<file path="config.mk">
export PLATFORM = sky130hd
export DESIGN_NAME = coproc_port
export DESIGN_NICKNAME = d
export VERILOG_FILES = /design/src/include/coproc_port_pkg.sv /design/src/core/word_fifo.sv /design/src/core/coproc_port.sv
export SDC_FILE = /design/constraint.sdc
export NUM_CORES = 1
export LEC_CHECK = 0
export ABC_AREA = 1
export BUFFER_PORTS_ARGS = -buffer_cell sky130_fd_sc_hd__buf_2
export CORE_ASPECT_RATIO = 0.9
export CORE_UTILIZATION = 54
export DETAILED_ROUTE_END_ITERATION = 8
export MAX_ROUTING_LAYER = met4
export PLACE_DENSITY = 0.77
export SLEW_MARGIN = 20
export SYNTH_ARGS = -nofsm -noshare
export SYNTH_HDL_FRONTEND = slang
export SYNTH_SLANG_ARGS = --single-unit
</file>
<file path="constraint.sdc">
create_clock -name clk_i -period 3.14 [get_ports clk_i]
set_input_delay 0.157 -clock clk_i [delete_from_list [all_inputs] [get_ports clk_i]]
set_output_delay 0.157 -clock clk_i [all_outputs]
set_load 0.02 [all_outputs]
</file>
<file path="src/include/coproc_port_pkg.sv">
// Purpose: shared constants and types for the coprocessor port
// Assumes: one 10 MHz clock, synchronous active-low reset
// Notes: handshake codes are the follower's two-bit stage answers
package coproc_port_pkg;
   localparam int unsigned CLK_PERIOD_NS = 100;
   localparam int unsigned DATA_W = 32;
   localparam int unsigned BURST_W = 4;
   localparam int unsigned FIFO_DEPTH = 4;
   localparam int unsigned CLKEN_DIV = 2;
   localparam logic [3:0] BURST_NONE = 4'h0;
   localparam logic [1:0] HS_WAIT = 2'h0;
   localparam logic [1:0] HS_GO = 2'h1;
   localparam logic [1:0] HS_ABSENT = 2'h2;
   localparam logic [1:0] HS_LAST = 2'h3;
   localparam logic [1:0] RES_OK = 2'h0;
   localparam logic [1:0] RES_ABSENT = 2'h1;
   localparam logic [1:0] RES_CANCEL = 2'h2;
   localparam logic [1:0] RES_ABORT = 2'h3;
   // gray coded along idle, decode, execute, memory, transfer, write-back
   typedef enum logic [2:0] {
      IDLE_S = 3'h0,
      DEC_S = 3'h1,
      EXE_S = 3'h3,
      MEM_S = 3'h2,
      XFER_S = 3'h6,
      WB_S = 3'h7
   } port_state_e;
endpackage : coproc_port_pkg

</file>
<file path="src/core/word_fifo.sv">
// Purpose: small first-in first-out buffer with valid/ready on both sides
// Assumes: one clock, synchronous active-low reset, depth a power of two
// Notes: full and empty follow the occupancy count exactly
`timescale 1ns/100ps
module word_fifo #(
   parameter int unsigned WIDTH = 32,
   parameter int unsigned DEPTH = 4
) (
   input wire logic clk_i,               // port clock
   input wire logic resetn_i,            // synchronous reset, active low
   input wire logic in_valid_i,          // writer offers a word
   output logic in_ready_o,              // room for a word
   input wire logic [WIDTH-1:0] in_data_i, // word written
   output logic out_valid_o,             // a word is waiting
   input wire logic out_ready_i,         // reader takes the word
   output logic [WIDTH-1:0] out_data_o   // head word
);
   localparam int unsigned AW = $clog2(DEPTH);
   logic [WIDTH-1:0] mem_reg [DEPTH];
   logic [AW-1:0] wr_reg, wr_next, rd_reg, rd_next;
   logic [AW:0] cnt_reg, cnt_next;
   logic push, pop;

   // pointer and count update
   always_comb begin
      push = in_valid_i && (cnt_reg != (AW+1)'(DEPTH));
      pop = out_ready_i && (cnt_reg != '0);
      wr_next = push ? wr_reg + 1'b1 : wr_reg;
      rd_next = pop ? rd_reg + 1'b1 : rd_reg;
      cnt_next = cnt_reg + (AW+1)'(push) - (AW+1)'(pop);
   end

   // registers only
   always_ff @(posedge clk_i) begin
      if (!resetn_i) begin
         wr_reg <= '0;
         rd_reg <= '0;
         cnt_reg <= '0;
      end else begin
         wr_reg <= wr_next;
         rd_reg <= rd_next;
         cnt_reg <= cnt_next;
      end
      if (push) begin
         mem_reg[wr_reg] <= in_data_i;
      end
   end

   assign in_ready_o = (cnt_reg != (AW+1)'(DEPTH));
   assign out_valid_o = (cnt_reg != '0);
   assign out_data_o = mem_reg[rd_reg];
endmodule : word_fifo

</file>
<file path="src/core/coproc_port.sv">
// Purpose: processor-side port to an external coprocessor pipeline follower
// Assumes: follower runs on clk_i and answers synchronously on it
// Notes: store words pass a small buffer; the follower enable is withheld
//        while a store word is missing, so the buffer stalls the follower
`timescale 1ns/100ps
module coproc_port
   import coproc_port_pkg::*;
#(
   parameter int unsigned DIV = CLKEN_DIV,
   parameter int unsigned DEPTH = FIFO_DEPTH
) (
   input wire logic clk_i,                        // port clock
   input wire logic resetn_i,                     // sync reset, active low
   input wire logic issue_valid_i,                // core offers an instruction
   output logic issue_ready_o,                    // port is idle
   input wire logic [DATA_W-1:0] issue_instr_i,   // instruction word
   input wire logic issue_priv_i,                 // issued in privileged mode
   input wire logic issue_store_i,                // store from core to coprocessor, out
   input wire logic [BURST_W-1:0] issue_burst_i,  // words to move
   input wire logic exec_pass_i,                  // condition passed
   input wire logic late_cancel_i,                // cancel in memory stage
   input wire logic xfer_abort_i,                 // data abort at write-back
   input wire logic wr_valid_i,                   // core store word valid
   output logic wr_ready_o,                       // buffer has room
   input wire logic [DATA_W-1:0] wr_data_i,       // core store word
   output logic rd_valid_o,                       // loaded word pulse
   output logic [DATA_W-1:0] rd_data_o,           // loaded word
   output logic done_o,                           // operation ended pulse
   output logic [1:0] result_o,                   // ok, absent, cancel, abort
   input wire logic coproc_if_enable_i,           // coprocessor present
   input wire logic [1:0] handshake_decode_stage_i,    // decode answer
   input wire logic [1:0] handshake_execute_stage_i,   // execute answer
   input wire logic [DATA_W-1:0] coproc_to_core_data_i, // inbound data
   output logic [DATA_W-1:0] core_to_coproc_data_o,   // outbound data
   output logic [DATA_W-1:0] coproc_instruction_bus_o, // instruction
   output logic instr_valid_n_o,                  // instruction valid, low
   output logic instr_request_n_o,                // take instruction, low
   output logic privileged_access_n_o,            // high when privileged
   output logic follower_clock_enable_o,          // follower advance enable
   output logic coproc_exec_pass_o,               // execute must happen
   output logic coproc_late_cancel_o,             // drop in memory stage
   output logic coproc_xfer_abort_o,              // abort in write-back
   output logic [BURST_W-1:0] coproc_burst_words_o // burst word count
);
   port_state_e state_reg, state_next;
   logic [7:0] div_reg, div_next;
   logic en_reg, en_next;
   logic [DATA_W-1:0] instr_reg, instr_next, out_reg, out_next;
   logic [DATA_W-1:0] rd_reg, rd_next;
   logic vld_n_reg, vld_n_next, req_n_reg, req_n_next;
   logic priv_reg, priv_next, store_reg, store_next, have_reg, have_next;
   logic pass_reg, pass_next, lc_reg, lc_next, ab_reg, ab_next;
   logic rdv_reg, rdv_next, done_reg, done_next, rdy_reg, rdy_next;
   logic [1:0] res_reg, res_next;
   logic [BURST_W-1:0] burst_reg, burst_next, left_reg, left_next;
   logic fifo_valid, fifo_pop;
   logic [DATA_W-1:0] fifo_data;

   // store words wait here until the transfer phase drains them
   word_fifo #(.WIDTH(DATA_W), .DEPTH(DEPTH)) store_buf (
      .clk_i(clk_i),
      .resetn_i(resetn_i),
      .in_valid_i(wr_valid_i),
      .in_ready_o(wr_ready_o),
      .in_data_i(wr_data_i),
      .out_valid_o(fifo_valid),
      .out_ready_i(fifo_pop),
      .out_data_o(fifo_data)
   );

   // sequencer next state and all outputs but wr_ready_o
   always_comb begin
      state_next = state_reg;
      div_next = (div_reg == 8'(DIV - 1)) ? 8'h00 : div_reg + 8'h01;
      instr_next = instr_reg;
      out_next = out_reg;
      rd_next = rd_reg;
      vld_n_next = vld_n_reg;
      req_n_next = req_n_reg;
      priv_next = priv_reg;
      store_next = store_reg;
      have_next = have_reg;
      pass_next = pass_reg;
      lc_next = lc_reg;
      ab_next = ab_reg;
      rdv_next = 1'b0;
      done_next = 1'b0;
      res_next = res_reg;
      burst_next = burst_reg;
      left_next = left_reg;
      fifo_pop = 1'b0;
      case (state_reg)
         IDLE_S: begin
            if (issue_valid_i && rdy_reg && !coproc_if_enable_i) begin
               done_next = 1'b1;
               res_next = RES_ABSENT;
            end else if (issue_valid_i && rdy_reg) begin
               instr_next = issue_instr_i;
               vld_n_next = 1'b0;
               req_n_next = 1'b0;
               priv_next = issue_priv_i;
               store_next = issue_store_i;
               burst_next = issue_burst_i;
               left_next = issue_burst_i;
               state_next = DEC_S;
            end
         end
         DEC_S: begin
            if (en_reg && !req_n_reg) begin
               req_n_next = 1'b1;
            end else if (en_reg) begin
               case (handshake_decode_stage_i)
                  HS_ABSENT: begin
                     res_next = RES_ABSENT;
                     state_next = IDLE_S;
                     done_next = 1'b1;
                  end
                  HS_WAIT: state_next = DEC_S;
                  default: begin
                     pass_next = exec_pass_i;
                     state_next = EXE_S;
                  end
               endcase
            end
         end
         EXE_S: begin
            if (en_reg) begin
               case (handshake_execute_stage_i)
                  HS_WAIT: state_next = EXE_S;
                  HS_ABSENT: begin
                     res_next = RES_ABSENT;
                     state_next = IDLE_S;
                     done_next = 1'b1;
                  end
                  default: begin
                     state_next = pass_reg ? MEM_S : IDLE_S;
                     done_next = !pass_reg;
                     res_next = RES_OK;
                     lc_next = pass_reg && late_cancel_i;
                  end
               endcase
               pass_next = 1'b0;
            end
         end
         MEM_S: begin
            if (en_reg && lc_reg) begin
               res_next = RES_CANCEL;
               state_next = IDLE_S;
               done_next = 1'b1;
            end else if (en_reg) begin
               state_next = (left_reg != BURST_NONE) ? XFER_S : WB_S;
               ab_next = (left_reg == BURST_NONE) && xfer_abort_i;
            end
            if (en_reg) begin
               lc_next = 1'b0;
            end
         end
         XFER_S: begin
            if (en_reg) begin
               left_next = left_reg - 4'h1;
               have_next = 1'b0;
               if (!store_reg) begin
                  rd_next = coproc_to_core_data_i;
                  rdv_next = 1'b1;
               end
               if (left_reg == 4'h1) begin
                  state_next = WB_S;
                  ab_next = xfer_abort_i;
               end
            end else if (store_reg && !have_reg && fifo_valid) begin
               out_next = fifo_data;
               have_next = 1'b1;
               fifo_pop = 1'b1;
            end
         end
         WB_S: begin
            if (en_reg) begin
               res_next = ab_reg ? RES_ABORT : RES_OK;
               ab_next = 1'b0;
               state_next = IDLE_S;
               done_next = 1'b1;
            end
         end
         default: state_next = IDLE_S;
      endcase
      if (state_next == IDLE_S) begin
         vld_n_next = 1'b1;
         req_n_next = 1'b1;
         burst_next = BURST_NONE;
      end
      rdy_next = (state_next == IDLE_S);        // issue refused until set
      // the follower is held while a store word is still missing
      en_next = (div_next == 8'h00) &&
                !(state_next == XFER_S && store_reg && !have_next);
   end

   // registers only; every output but wr_ready_o leaves from one of these
   always_ff @(posedge clk_i) begin
      if (!resetn_i) begin
         state_reg <= IDLE_S;
         div_reg <= 8'h00;
         en_reg <= 1'b0;
         instr_reg <= 32'h0;
         out_reg <= 32'h0;
         rd_reg <= 32'h0;
         vld_n_reg <= 1'b1;
         req_n_reg <= 1'b1;
         priv_reg <= 1'b0;
         store_reg <= 1'b0;
         have_reg <= 1'b0;
         pass_reg <= 1'b0;
         lc_reg <= 1'b0;
         ab_reg <= 1'b0;
         rdv_reg <= 1'b0;
         done_reg <= 1'b0;
         rdy_reg <= 1'b0;
         res_reg <= RES_OK;
         burst_reg <= BURST_NONE;
         left_reg <= BURST_NONE;
      end else begin
         state_reg <= state_next;
         div_reg <= div_next;
         en_reg <= en_next;
         instr_reg <= instr_next;
         out_reg <= out_next;
         rd_reg <= rd_next;
         vld_n_reg <= vld_n_next;
         req_n_reg <= req_n_next;
         priv_reg <= priv_next;
         store_reg <= store_next;
         have_reg <= have_next;
         pass_reg <= pass_next;
         lc_reg <= lc_next;
         ab_reg <= ab_next;
         rdv_reg <= rdv_next;
         done_reg <= done_next;
         rdy_reg <= rdy_next;
         res_reg <= res_next;
         burst_reg <= burst_next;
         left_reg <= left_next;
      end
   end

   // output wiring straight from flip-flops
   assign issue_ready_o = rdy_reg;
   assign rd_valid_o = rdv_reg;
   assign rd_data_o = rd_reg;
   assign done_o = done_reg;
   assign result_o = res_reg;
   assign core_to_coproc_data_o = out_reg;
   assign coproc_instruction_bus_o = instr_reg;
   assign instr_valid_n_o = vld_n_reg;
   assign instr_request_n_o = req_n_reg;
   assign privileged_access_n_o = priv_reg;
   assign follower_clock_enable_o = en_reg;
   assign coproc_exec_pass_o = pass_reg;
   assign coproc_late_cancel_o = lc_reg;
   assign coproc_xfer_abort_o = ab_reg;
   assign coproc_burst_words_o = burst_reg;
endmodule : coproc_port

</file>
Word-level counts from Yosys, hierarchy flattened
Memory sizes are Yosys's and may differ from the RTL's. A register that Yosys moved wholly into a read port is not among the register bits. Index checks and enable logic that the tools add are counted.

Memory bits (writable): 128. Flip-flop bits (word level): 104. Output and inout bits: 113. Word-level logic and storage cells: 173. Memories kept: 1. Input bits: 114.

Muxes and demuxes: 65. Equal/unequal tests: 28. Add/sub/neg operators: 6. Reductions and logical operators: 47. Bitwise operators: 4.

Memories: store_buf.mem_reg (words 4, bits a word 32, read ports 1, clocked after memory_dff 1, wr ports 1, line word_fifo.sv:19) `logic [WIDTH-1:0] mem_reg [DEPTH];`.

Operators with widths (number): != test 2 bit (second input constant) (17); two-way mux 1 bit (30); two-way mux 3 bit (10); two-way mux 2 bit (9); case mux 3 bit (6 select lines) (1); logical AND 1 bit (13); two-way mux 4 bit (3); case mux 2 bit (2 select lines) (3); AND reduction 3 bit (4); AND reduction 4 bit (3); case mux 2 bit (5 select lines) (1); equality test 3 bit (second input constant) (3); AND reduction 9 bit (1); adder 8 x 1 -> 8 bit (second input constant) (1); equality test 8 x 1 -> 1 bit (second input constant) (1); zero test 8 bit (1); two-way mux 8 bit (1); case mux 1 bit (2 select lines) (4); case mux 4 bit (2 select lines) (1); nonzero test 2 bit (4); zero test 1 bit (7); equality test 3 x 2 -> 1 bit (second input constant) (2); zero test 3 bit (2); AND reduction 6 bit (1); 18 further kinds (27).

Logic depth before layout (Yosys ltp)
Gate-level depths: netlist of run 1.

Depth after elaboration: 10. Mapped depth: 13. Gate-level depth less buffers: 11.

Hierarchy
Synthesis of run 1 repeated with hierarchy kept, for this count alone.

Cells, all modules: 1068. Area, all modules: 10393.7 µm².

By module, submodules not included: word_fifo (area each 5253.8 µm², instances 1, sequential area each 4023.9 µm², cells an instance 374); coproc_port (area each 5139.9 µm², instances 1, sequential area each 2582.5 µm², cells an instance 694).

Worst setup path before layout of run 1
No wires, ideal clock.

Path type: reg-to-reg. From: register store_buf.cnt_reg[1]. To: memory store_buf.mem_reg[0][0] (enable). Path slack: 0.522 ns. Clock period less this slack: 2.618 ns. Required time: 2.719 ns. Setup time: 0.421 ns. Buffers on the path: 0. Data arrival time: 2.197 ns. Cell stages (with the launch flop): 5. Path through: dfxtp_1 > inv_1 > nand3_1 > nand2_1 > nor2_1.

Cells in the longest elaborated chain, start to end: 4.

RTL lines: start: declaration (line word_fifo.sv:21) `logic [AW:0] cnt_reg, cnt_next;`; start signal: assignment (line word_fifo.sv:42) `cnt_reg <= cnt_next;`; != test 3 bit; named net wr_ready_o (line coproc_port.sv:24) `output logic wr_ready_o,`; logical AND 1 bit (line word_fifo.sv:26) `push = in_valid_i && (cnt_reg != (AW+1)'(DEPTH));`; two-way mux 1 bit (line word_fifo.sv:44) `if (push) begin`; two-way mux 1 bit (not written as such) (line word_fifo.sv:45) `mem_reg[wr_reg] <= in_data_i;`; end: declaration (line word_fifo.sv:19).

The timed path passes the listed nets, and every way through them passes these cells.

Final worst setup path of run 1
From: register state_reg[1]. To: register store_buf.rd_reg[1].

Cells in the longest elaborated chain, start to end: 3.

RTL lines: start: declaration (line coproc_port.sv:45) `port_state_e state_reg, state_next;`; start signal: assignment (line coproc_port.sv:221) `state_reg <= state_next;`; equality test 3 bit (line coproc_port.sv:92) `case (state_reg)`; two-way mux 1 bit (line coproc_port.sv:92); logical AND 1 bit (line word_fifo.sv:27) `pop = out_ready_i && (cnt_reg != '0);`; end signal: assignment (line word_fifo.sv:41) `rd_reg <= rd_next;`; end: declaration (line word_fifo.sv:20) `logic [AW-1:0] wr_reg, wr_next, rd_reg, rd_next;`.

Every way passes these cells. A chain may end at the register's enable or synchronous reset.

==> results of run 1 <==
==> Yosys cell counts (3+ instances only) <==
master and n:
sky130_fd_sc_hd__nand3_1 14, sky130_fd_sc_hd__nor3_1 4, sky130_fd_sc_hd__inv_1 39, sky130_fd_sc_hd__dfxtp_1 136, sky130_fd_sc_hd__nor2_2 3, sky130_fd_sc_hd__clkbuf_1 25
sky130_fd_sc_hd__nand2_1 50, sky130_fd_sc_hd__ha_1 11, sky130_fd_sc_hd__edfxtp_1 128, sky130_fd_sc_hd__nor2_1 314, sky130_fd_sc_hd__buf_2 28, sky130_fd_sc_hd__inv_2 7
sky130_fd_sc_hd__a31oi_1 35, sky130_fd_sc_hd__clkinv_1 3, sky130_fd_sc_hd__o21ai_0 169, sky130_fd_sc_hd__o21ai_1 12, sky130_fd_sc_hd__xor2_1 6, sky130_fd_sc_hd__a21oi_1 16
sky130_fd_sc_hd__nand2_2 5
==> cells by family (layout without fill, tap and decap cells) <==
kind of cell,count (synthesis),count (layout),share of synthesized area
and+or+nand+nor,404,404,0.1619
muxes,2,2,0.001970
buffers and inverters,107,442,0.04507
DFF,264,264,0.6462
AOI/OAI and AO/OA,238,238,0.1233
xor gates and xnor gates,7,7,0.006034
adders and majority gates,12,12,0.01552
==> metrics by stage <==
step,area (sq um),setup slack (ns),power (mW)
after floorplan,10160,0.5215,4.238
after global placement,11470,1.115,4.460
after detailed placement,11470,1.060,4.476
after CTS,13430,1.060,7.821
after global routing,13430,0.8258,8.039
final,13430,1.036,7.791
==> path summary, 6_finish.rpt <==
kind / to / slack (ns)
worst max-delay path: store_buf.rd_reg[1] / 1.04
worst min register to register: instr_valid_n_o / 0.48
worst max register to register: store_buf.rd_reg[1] / 1.04
worst min-delay path: coproc_late_cancel_o / 0.04
==> per-layer routing <==
metal / routed length, um / up-vias / GRT usage
li1: - / 4114 / -
met2: 12890 / 344 / 0.4652
met3: 1761 / 69 / 0.04048
met4: 842 / 0 / 0.09896
met1: 10010 / 3983 / 0.3043
met5: 0 / - / -
==> layout make-up <==
cell class | instances | area (sq um) | area share
timing repair buffer | 342 | 2275 | 0.1694
multi-input combinational | 663 | 3173 | 0.2362
tap | 245 | 306.5 | 0.02282
clock inverter | 10 | 145.1 | 0.01081
inverter | 50 | 190.2 | 0.01416
sequential | 264 | 6568 | 0.4890
clock buffer | 40 | 774.5 | 0.05766
==> power by group through the flow <==
stage               Clock (mW)  Combinational (mW)  Sequential [mW]
floorplan                    0               0.281             3.96
global placement             0               0.535             3.92
detailed placement           0               0.544             3.93
CTS                       3.31               0.649             3.86
global route              3.44               0.721             3.88
finish                    3.27               0.657             3.86
==> layout by cell type (no fill, tap or decap), types with 2 or more instances in the layout <==
cell / instances
sky130_fd_sc_hd__a211oi_1: 2
sky130_fd_sc_hd__a21oi_1: 16
sky130_fd_sc_hd__a31oi_1: 35
sky130_fd_sc_hd__buf_2: 226
sky130_fd_sc_hd__buf_4: 11
sky130_fd_sc_hd__bufinv_16: 3
sky130_fd_sc_hd__clkbuf_1: 8
sky130_fd_sc_hd__clkbuf_16: 27
sky130_fd_sc_hd__clkbuf_8: 5
sky130_fd_sc_hd__clkinv_1: 4
sky130_fd_sc_hd__clkinv_2: 4
sky130_fd_sc_hd__dfxtp_1: 135
sky130_fd_sc_hd__dlygate4sd3_1: 104
sky130_fd_sc_hd__edfxtp_1: 128
sky130_fd_sc_hd__ha_1: 11
sky130_fd_sc_hd__inv_1: 39
sky130_fd_sc_hd__inv_2: 7
sky130_fd_sc_hd__mux2i_1: 2
sky130_fd_sc_hd__nand2_1: 50
sky130_fd_sc_hd__nand2_2: 5
sky130_fd_sc_hd__nand3_1: 14
sky130_fd_sc_hd__nand3_2: 2
sky130_fd_sc_hd__nand3_4: 2
sky130_fd_sc_hd__nand4_1: 2
sky130_fd_sc_hd__nor2_1: 310
sky130_fd_sc_hd__nor2_2: 3
sky130_fd_sc_hd__nor2_4: 6
sky130_fd_sc_hd__nor3_1: 4
sky130_fd_sc_hd__o21ai_0: 169
sky130_fd_sc_hd__o21ai_1: 12
sky130_fd_sc_hd__or2_2: 2
sky130_fd_sc_hd__xor2_1: 6
==> worst min-delay path, delay by kind of cell <==
family | cells | cell delay, ns
buf+inv | 1 | 0.09
compound gates | 1 | 0.04
simple gates | 3 | 0.24
==> timing repair <==
action | in CTS | in global routing
endpoints found under the setup margin | 0 | 0
hold buffers | 104 | 0
hold endpoints to repair | 202 | 0
==> impl_metrics.yaml, run 1 <==
status:
  status: "finished clean"
drt:
  via_count: 8510
  antenna_left: 0
  post-route-drc-count: 0
  vias_per_cell: 5.273
  routed_wl_um: 25500
  detailed_route_wire_length_per_cell_um: 15.80
  detail_route.iter0.violations: 524
  dr.pass1.iters: 5
worst_setup_path:
  endpoint_kind: "flop"
  reg2reg_from: "state_reg[1]"
  critical_path_peak_fanout: 65
  start_point_of_the_critical_path: "state_reg[1]"
  setup.worst_path.start_class: "flop"
  worstPathArrival_ns: 2.52
  crit_path_cell_trace: "nand3_4 > nor3_4 > buf_4 > nand2_1 > o21ai_0 > a21oi_1"
  critical_path_buf_inv_count: 1
  crit_path_max_incr_delay_ns: 0.57
  criticalPathCategory: "flop to flop"
  cell_class_contributing_the_biggest_share_of_worst_path_delay: "simple AND/OR/NAND/NOR gates"
  worst_ep_required_time_ns: 3.55
  r2r.worst_path.cells: 6
  cp.depth: 6
  slowest_stage: "sky130_fd_sc_hd__buf_4"
sta:
  fin_worst_hold_slack_ns: 0.04156
  setup_tns_after_final_layout_ns: 0
  tightestPinTransition_ns: 0.9683
  report.final.slew_viol_count: 0
  final_period_minus_worst_setup_slack_ns: 2.104
  post-route-period-util: 0.6700
  finalSetupViolCount: 0
  layout_skew_ns: 0.01464
  rsz0062_at_grt: "false"
  hold_viol: 0
  worst_slew_margin_rel: 0.3545
  max_clock_freq_mhz: 475.3
die:
  die_width_um: 146.6
  top_level_ports: 227
  initial_utilization: 0.5520
  floorplan.die_area_sq_um: 19370
  die_h_um: 132.1
  fp-row-count: 47
  core_area_sq_um: 18410
cells_and_area:
  largest_reg_flops: 128
  fill_cells: 1226
  final_nets: 1474
  finish.utilization: 0.7297
  antennaDiodeCount: 0
  layoutNonFillerInstCount: 1614
  drive_gt1_frac: 0.2272
  area_growth_syn_to_layout_pct: 32.19
synth:
  area_leader_netlist: "sky130_fd_sc_hd__edfxtp_1"
  ys_types: 40
  synth.net_count: 1160
  ys_ff_latch: 264
  synthTopCellsByArea: "sky130_fd_sc_hd__edfxtp_1, sky130_fd_sc_hd__dfxtp_1, sky130_fd_sc_hd__nor2_1, sky130_fd_sc_hd__o21ai_0, sky130_fd_sc_hd__a31oi_1"
  synth.cell_area_sq_um: 10160
  syn_avg_cell_area_sq_um: 9.827
  synth_cells: 1034
  synth_edf_count: 128
  yosysSeqAreaShare: 0.6462
  synthFlopType: "sky130_fd_sc_hd__dfxtp_1"
  asyncSetResetFlopFracSynth: 0
  netlist.area_leader.share: 0.3783
  yosys_warnings: 0
pwr:
  leak_pwr_nw: 5.821
  clock_power_share: 0.420
  seqPwrFrac: 0.496
  power.switching_fraction: 0.2263
  power.switching_mw: 1.763
  ir_worst_vdd_v: 0.0005038
  share_comb_of_total_power: 0.084
  cellInternalPower_mw: 6.028
  cellPowerDensity_nw_per_um2: 580.1
hold_path:
  min_path_type: "input pin to flop"
  holdPathStages: 5
  hold_start: "late_cancel_i"
global_routing:
  grt.total_usage: 0.2645
  grt_antenna_before_repair: 0
  grt-ovfl-total: 0
  grt_first_pass_wirelength_um: 39880
  largest_net_degree_at_the_start_of_global_routing: 66
  grt_pass1_vias: 8101
cts:
  max-clock-path-buffers: 3
  cts_made_buffers: 27
  cell_at_the_root_of_the_clock_tree: "sky130_fd_sc_hd__clkbuf_16"
  numClockSinks: 264
  cts_repair_resizes: 0
  clkLatencyLatePin_ns: 0.54
  h-tree-depth: 1
  postCtsSetupBuffers: 0
  tritoncts_clock_tree: "yes"
  clkTransAtPathRegs_ns: 0.06
placement:
  io_buffer_count: 226
  dp_hpwl_um: 14010
  globalplace.congestion: 0.9228
  dp_cells: 1460
flow_run:
  max_cap_violations: 0
Power figures use the tool's default switching activity.
==> run 2: changes to the inputs <==
Settings changed: CORE_UTILIZATION 54 to 49, PLACE_DENSITY 0.77 to 0.73.
Clock period 3.14 ns to 1.8 ns, I/O delays scaled along.
==> run 2 against run 1 <==
Total power grew 77%. Clock power grew 77%. Sequential cell count is the same. Largest cell class unchanged. Count of clock-buffer cells in the layout shrank 4. Utilization shrank 4.1 points. Non-clock buffer count grew 30. First-iteration DRC count grew 21%. Die area grew 10%. Sequential power grew 74%. Sequential share of layout area shrank 1.5 points. Critical path depth grew 3.
==> impl_metrics.yaml, run 2 (synthesis results as in run 1) <==
status:
  status: "finished clean"
sta:
  post-route-period-util: 0.9955
  report.final.slew_viol_count: 0
  layout_skew_ns: 0.008688
  max_clock_freq_mhz: 558.1
  final_period_minus_worst_setup_slack_ns: 1.792
  finalSetupViolCount: 0
  tightestPinTransition_ns: 0.5560
  rsz0062_at_grt: "true"
  timing.final.ws_setup_ns: 0.008129
  worst_slew_margin_rel: 0.6270
  hold_viol: 0
pwr:
  seqPwrFrac: 0.488
  power.switching_mw: 3.062
  ir_worst_vdd_v: 0.0008979
  cellPowerDensity_nw_per_um2: 993.0
  cellInternalPower_mw: 10.72
  leak_pwr_nw: 6.009
  clock_power_share: 0.419
  share_comb_of_total_power: 0.093
  power.switching_fraction: 0.2221
cells_and_area:
  area_growth_syn_to_layout_pct: 36.62
  finish.utilization: 0.6882
  drive_gt1_frac: 0.2552
  fill_cells: 1448
  antennaDiodeCount: 0
  area_taken_by_flip_flops_and_latches_sq_um: 6578
  largest_reg_flops: 128
  multiInputGateArea_sq_um: 3224
  final_cell_mix: "sky130_fd_sc_hd__nor2_1, sky130_fd_sc_hd__buf_2, sky130_fd_sc_hd__o21ai_0, sky130_fd_sc_hd__dfxtp_1, sky130_fd_sc_hd__edfxtp_1"
  final_nets: 1504
  commonest_non_fill_non_tap_cell_in_the_layout: "sky130_fd_sc_hd__nor2_1"
cts:
  tritoncts_clock_tree: "yes"
  cts_made_buffers: 27
  cell_at_the_root_of_the_clock_tree: "sky130_fd_sc_hd__clkbuf_16"
  clkLatencyLatePin_ns: 0.53
  h-tree-depth: 1
  numClockSinks: 264
  max-clock-path-buffers: 3
  clkTransAtPathRegs_ns: 0.06
global_routing:
  grt-ovfl-total: 0
  largest_net_degree_at_the_start_of_global_routing: 66
  grt_antenna_before_repair: 0
  grt.total_usage: 0.2398
  grt_pass1_vias: 8095
  grt_first_pass_wirelength_um: 39960
worst_setup_path:
  endpoint_kind: "flop"
  r2r.worst_path.cells: 9
  reg2reg_from: "state_reg[0]"
  worst_ep_required_time_ns: 2.22
  criticalPathCategory: "flop to flop"
  worstPathArrival_ns: 2.22
  setup.worst_path.start_class: "flop"
  critical_path_peak_fanout: 2
  start_point_of_the_critical_path: "state_reg[0]"
drt:
  antenna_left: 0
  post-route-drc-count: 0
  vias_per_cell: 5.123
  detailed_route_wire_length_per_cell_um: 15.24
  dr.pass1.iters: 5
  via_count: 8474
  routed_wl_um: 25210
  detail_route.iter0.violations: 636
die:
  floorplan.die_area_sq_um: 21320
  top_level_ports: 227
  fp-row-count: 49
  die_h_um: 138.6
  initial_utilization: 0.5038
  core_area_sq_um: 20170
  die_width_um: 153.8
placement:
  place_worst_setup_slack_ns: -0.09122
  io_buffer_count: 226
  globalplace.congestion: 0.9035
  dp_hpwl_um: 14770
hold_path:
  min_path_type: "input pin to flop"
  holdPathStages: 5
  hold_start: "handshake_execute_stage_i[1]"
flow_run:
  max_cap_violations: 0
==> run 2: changes by cell type in the layout (fill, tap and decap cells not counted), moves of 3 or more <==
cell | before | now
sky130_fd_sc_hd__dlygate4sd3_1 | 104 | 108
sky130_fd_sc_hd__inv_2 | 7 | 10
sky130_fd_sc_hd__clkbuf_1 | 8 | 4
sky130_fd_sc_hd__dfxtp_2 | 1 | 6
sky130_fd_sc_hd__buf_4 | 11 | 28
sky130_fd_sc_hd__buf_12 | 1 | 10
sky130_fd_sc_hd__inv_1 | 39 | 35
sky130_fd_sc_hd__dfxtp_1 | 135 | 129
==> run 2: timing repair <==
item / CTS / global route
endpoints found under the setup margin: 3 / 4
setup buffers: 0 / 1
hold buffers: 108 / 0
resized for setup: 6 / 1
pin swaps: 2 / 2
hold endpoints to repair: 206 / 0
==> run 2: through the flow <==
stage	total power [mW]	instance area [sq um]	setup TNS [ns]	instances	hold WS, ns
after floorplan	7.432	10260	-0.4006	1034	0.1889
final	13.79	13880	0	1654	0.03046
after CTS	13.88	13870	-0.03769	1653	0.003796
after global placement	7.890	11830	-0.02364	1495	0.3034
after global routing	14.30	13880	-0.1377	1654	0.05799
after detailed placement	7.926	11830	-0.1009	1495	0.3042
==> run 2: power groups by stage <==
stage	clock network, mW	logic (mW)	registers [mW]
5_1_grt	6.14	1.42	6.75
4_1_cts	5.88	1.28	6.72
3_5_place_dp	0	1.08	6.85
6_report	5.78	1.29	6.72
3_3_place_gp	0	1.06	6.83
2_1_floorplan	0	0.534	6.90
==> run 2: cell type report <==
type / instances / share of cell area
Clock buffer: 36 / 0.05471
Sequential cell: 264 / 0.4738
Multi-Input combinational cell: 663 / 0.2323
Clock inverter: 14 / 0.01280
Tap cell: 255 / 0.02298
Timing Repair Buffer: 372 / 0.1895
Inverter: 50 / 0.01388
==> run 2: path summary, 6_finish.rpt <==
| path | end | slack [ns] |
|---|---|---|
| worst min-delay path | result_o[0] | 0.03 |
| worst max register to register | store_buf.cnt_reg[1] | 0.008 |
| worst min register to register | instr_valid_n_o | 0.46 |
| worst max-delay path | store_buf.cnt_reg[1] | 0.008 |
==> run 2: critical path, stage by stage (launching register included) <==
cell                      delay, ns
sky130_fd_sc_hd__dfxtp_4       0.35
sky130_fd_sc_hd__inv_4         0.05
sky130_fd_sc_hd__nand3_4       0.08
sky130_fd_sc_hd__nor3_4        0.26
sky130_fd_sc_hd__ha_4          0.23
sky130_fd_sc_hd__inv_2         0.06
sky130_fd_sc_hd__ha_4          0.12
sky130_fd_sc_hd__fa_2          0.42
sky130_fd_sc_hd__nand2_1       0.07
sky130_fd_sc_hd__inv_1         0.04
==> run 2: per-layer routing <==
layer	GRT usage	wire length, um
met5	-	0
met4	0.09684	893
met3	0.04000	1458
met2	0.4022	12320
met1	0.2884	10530
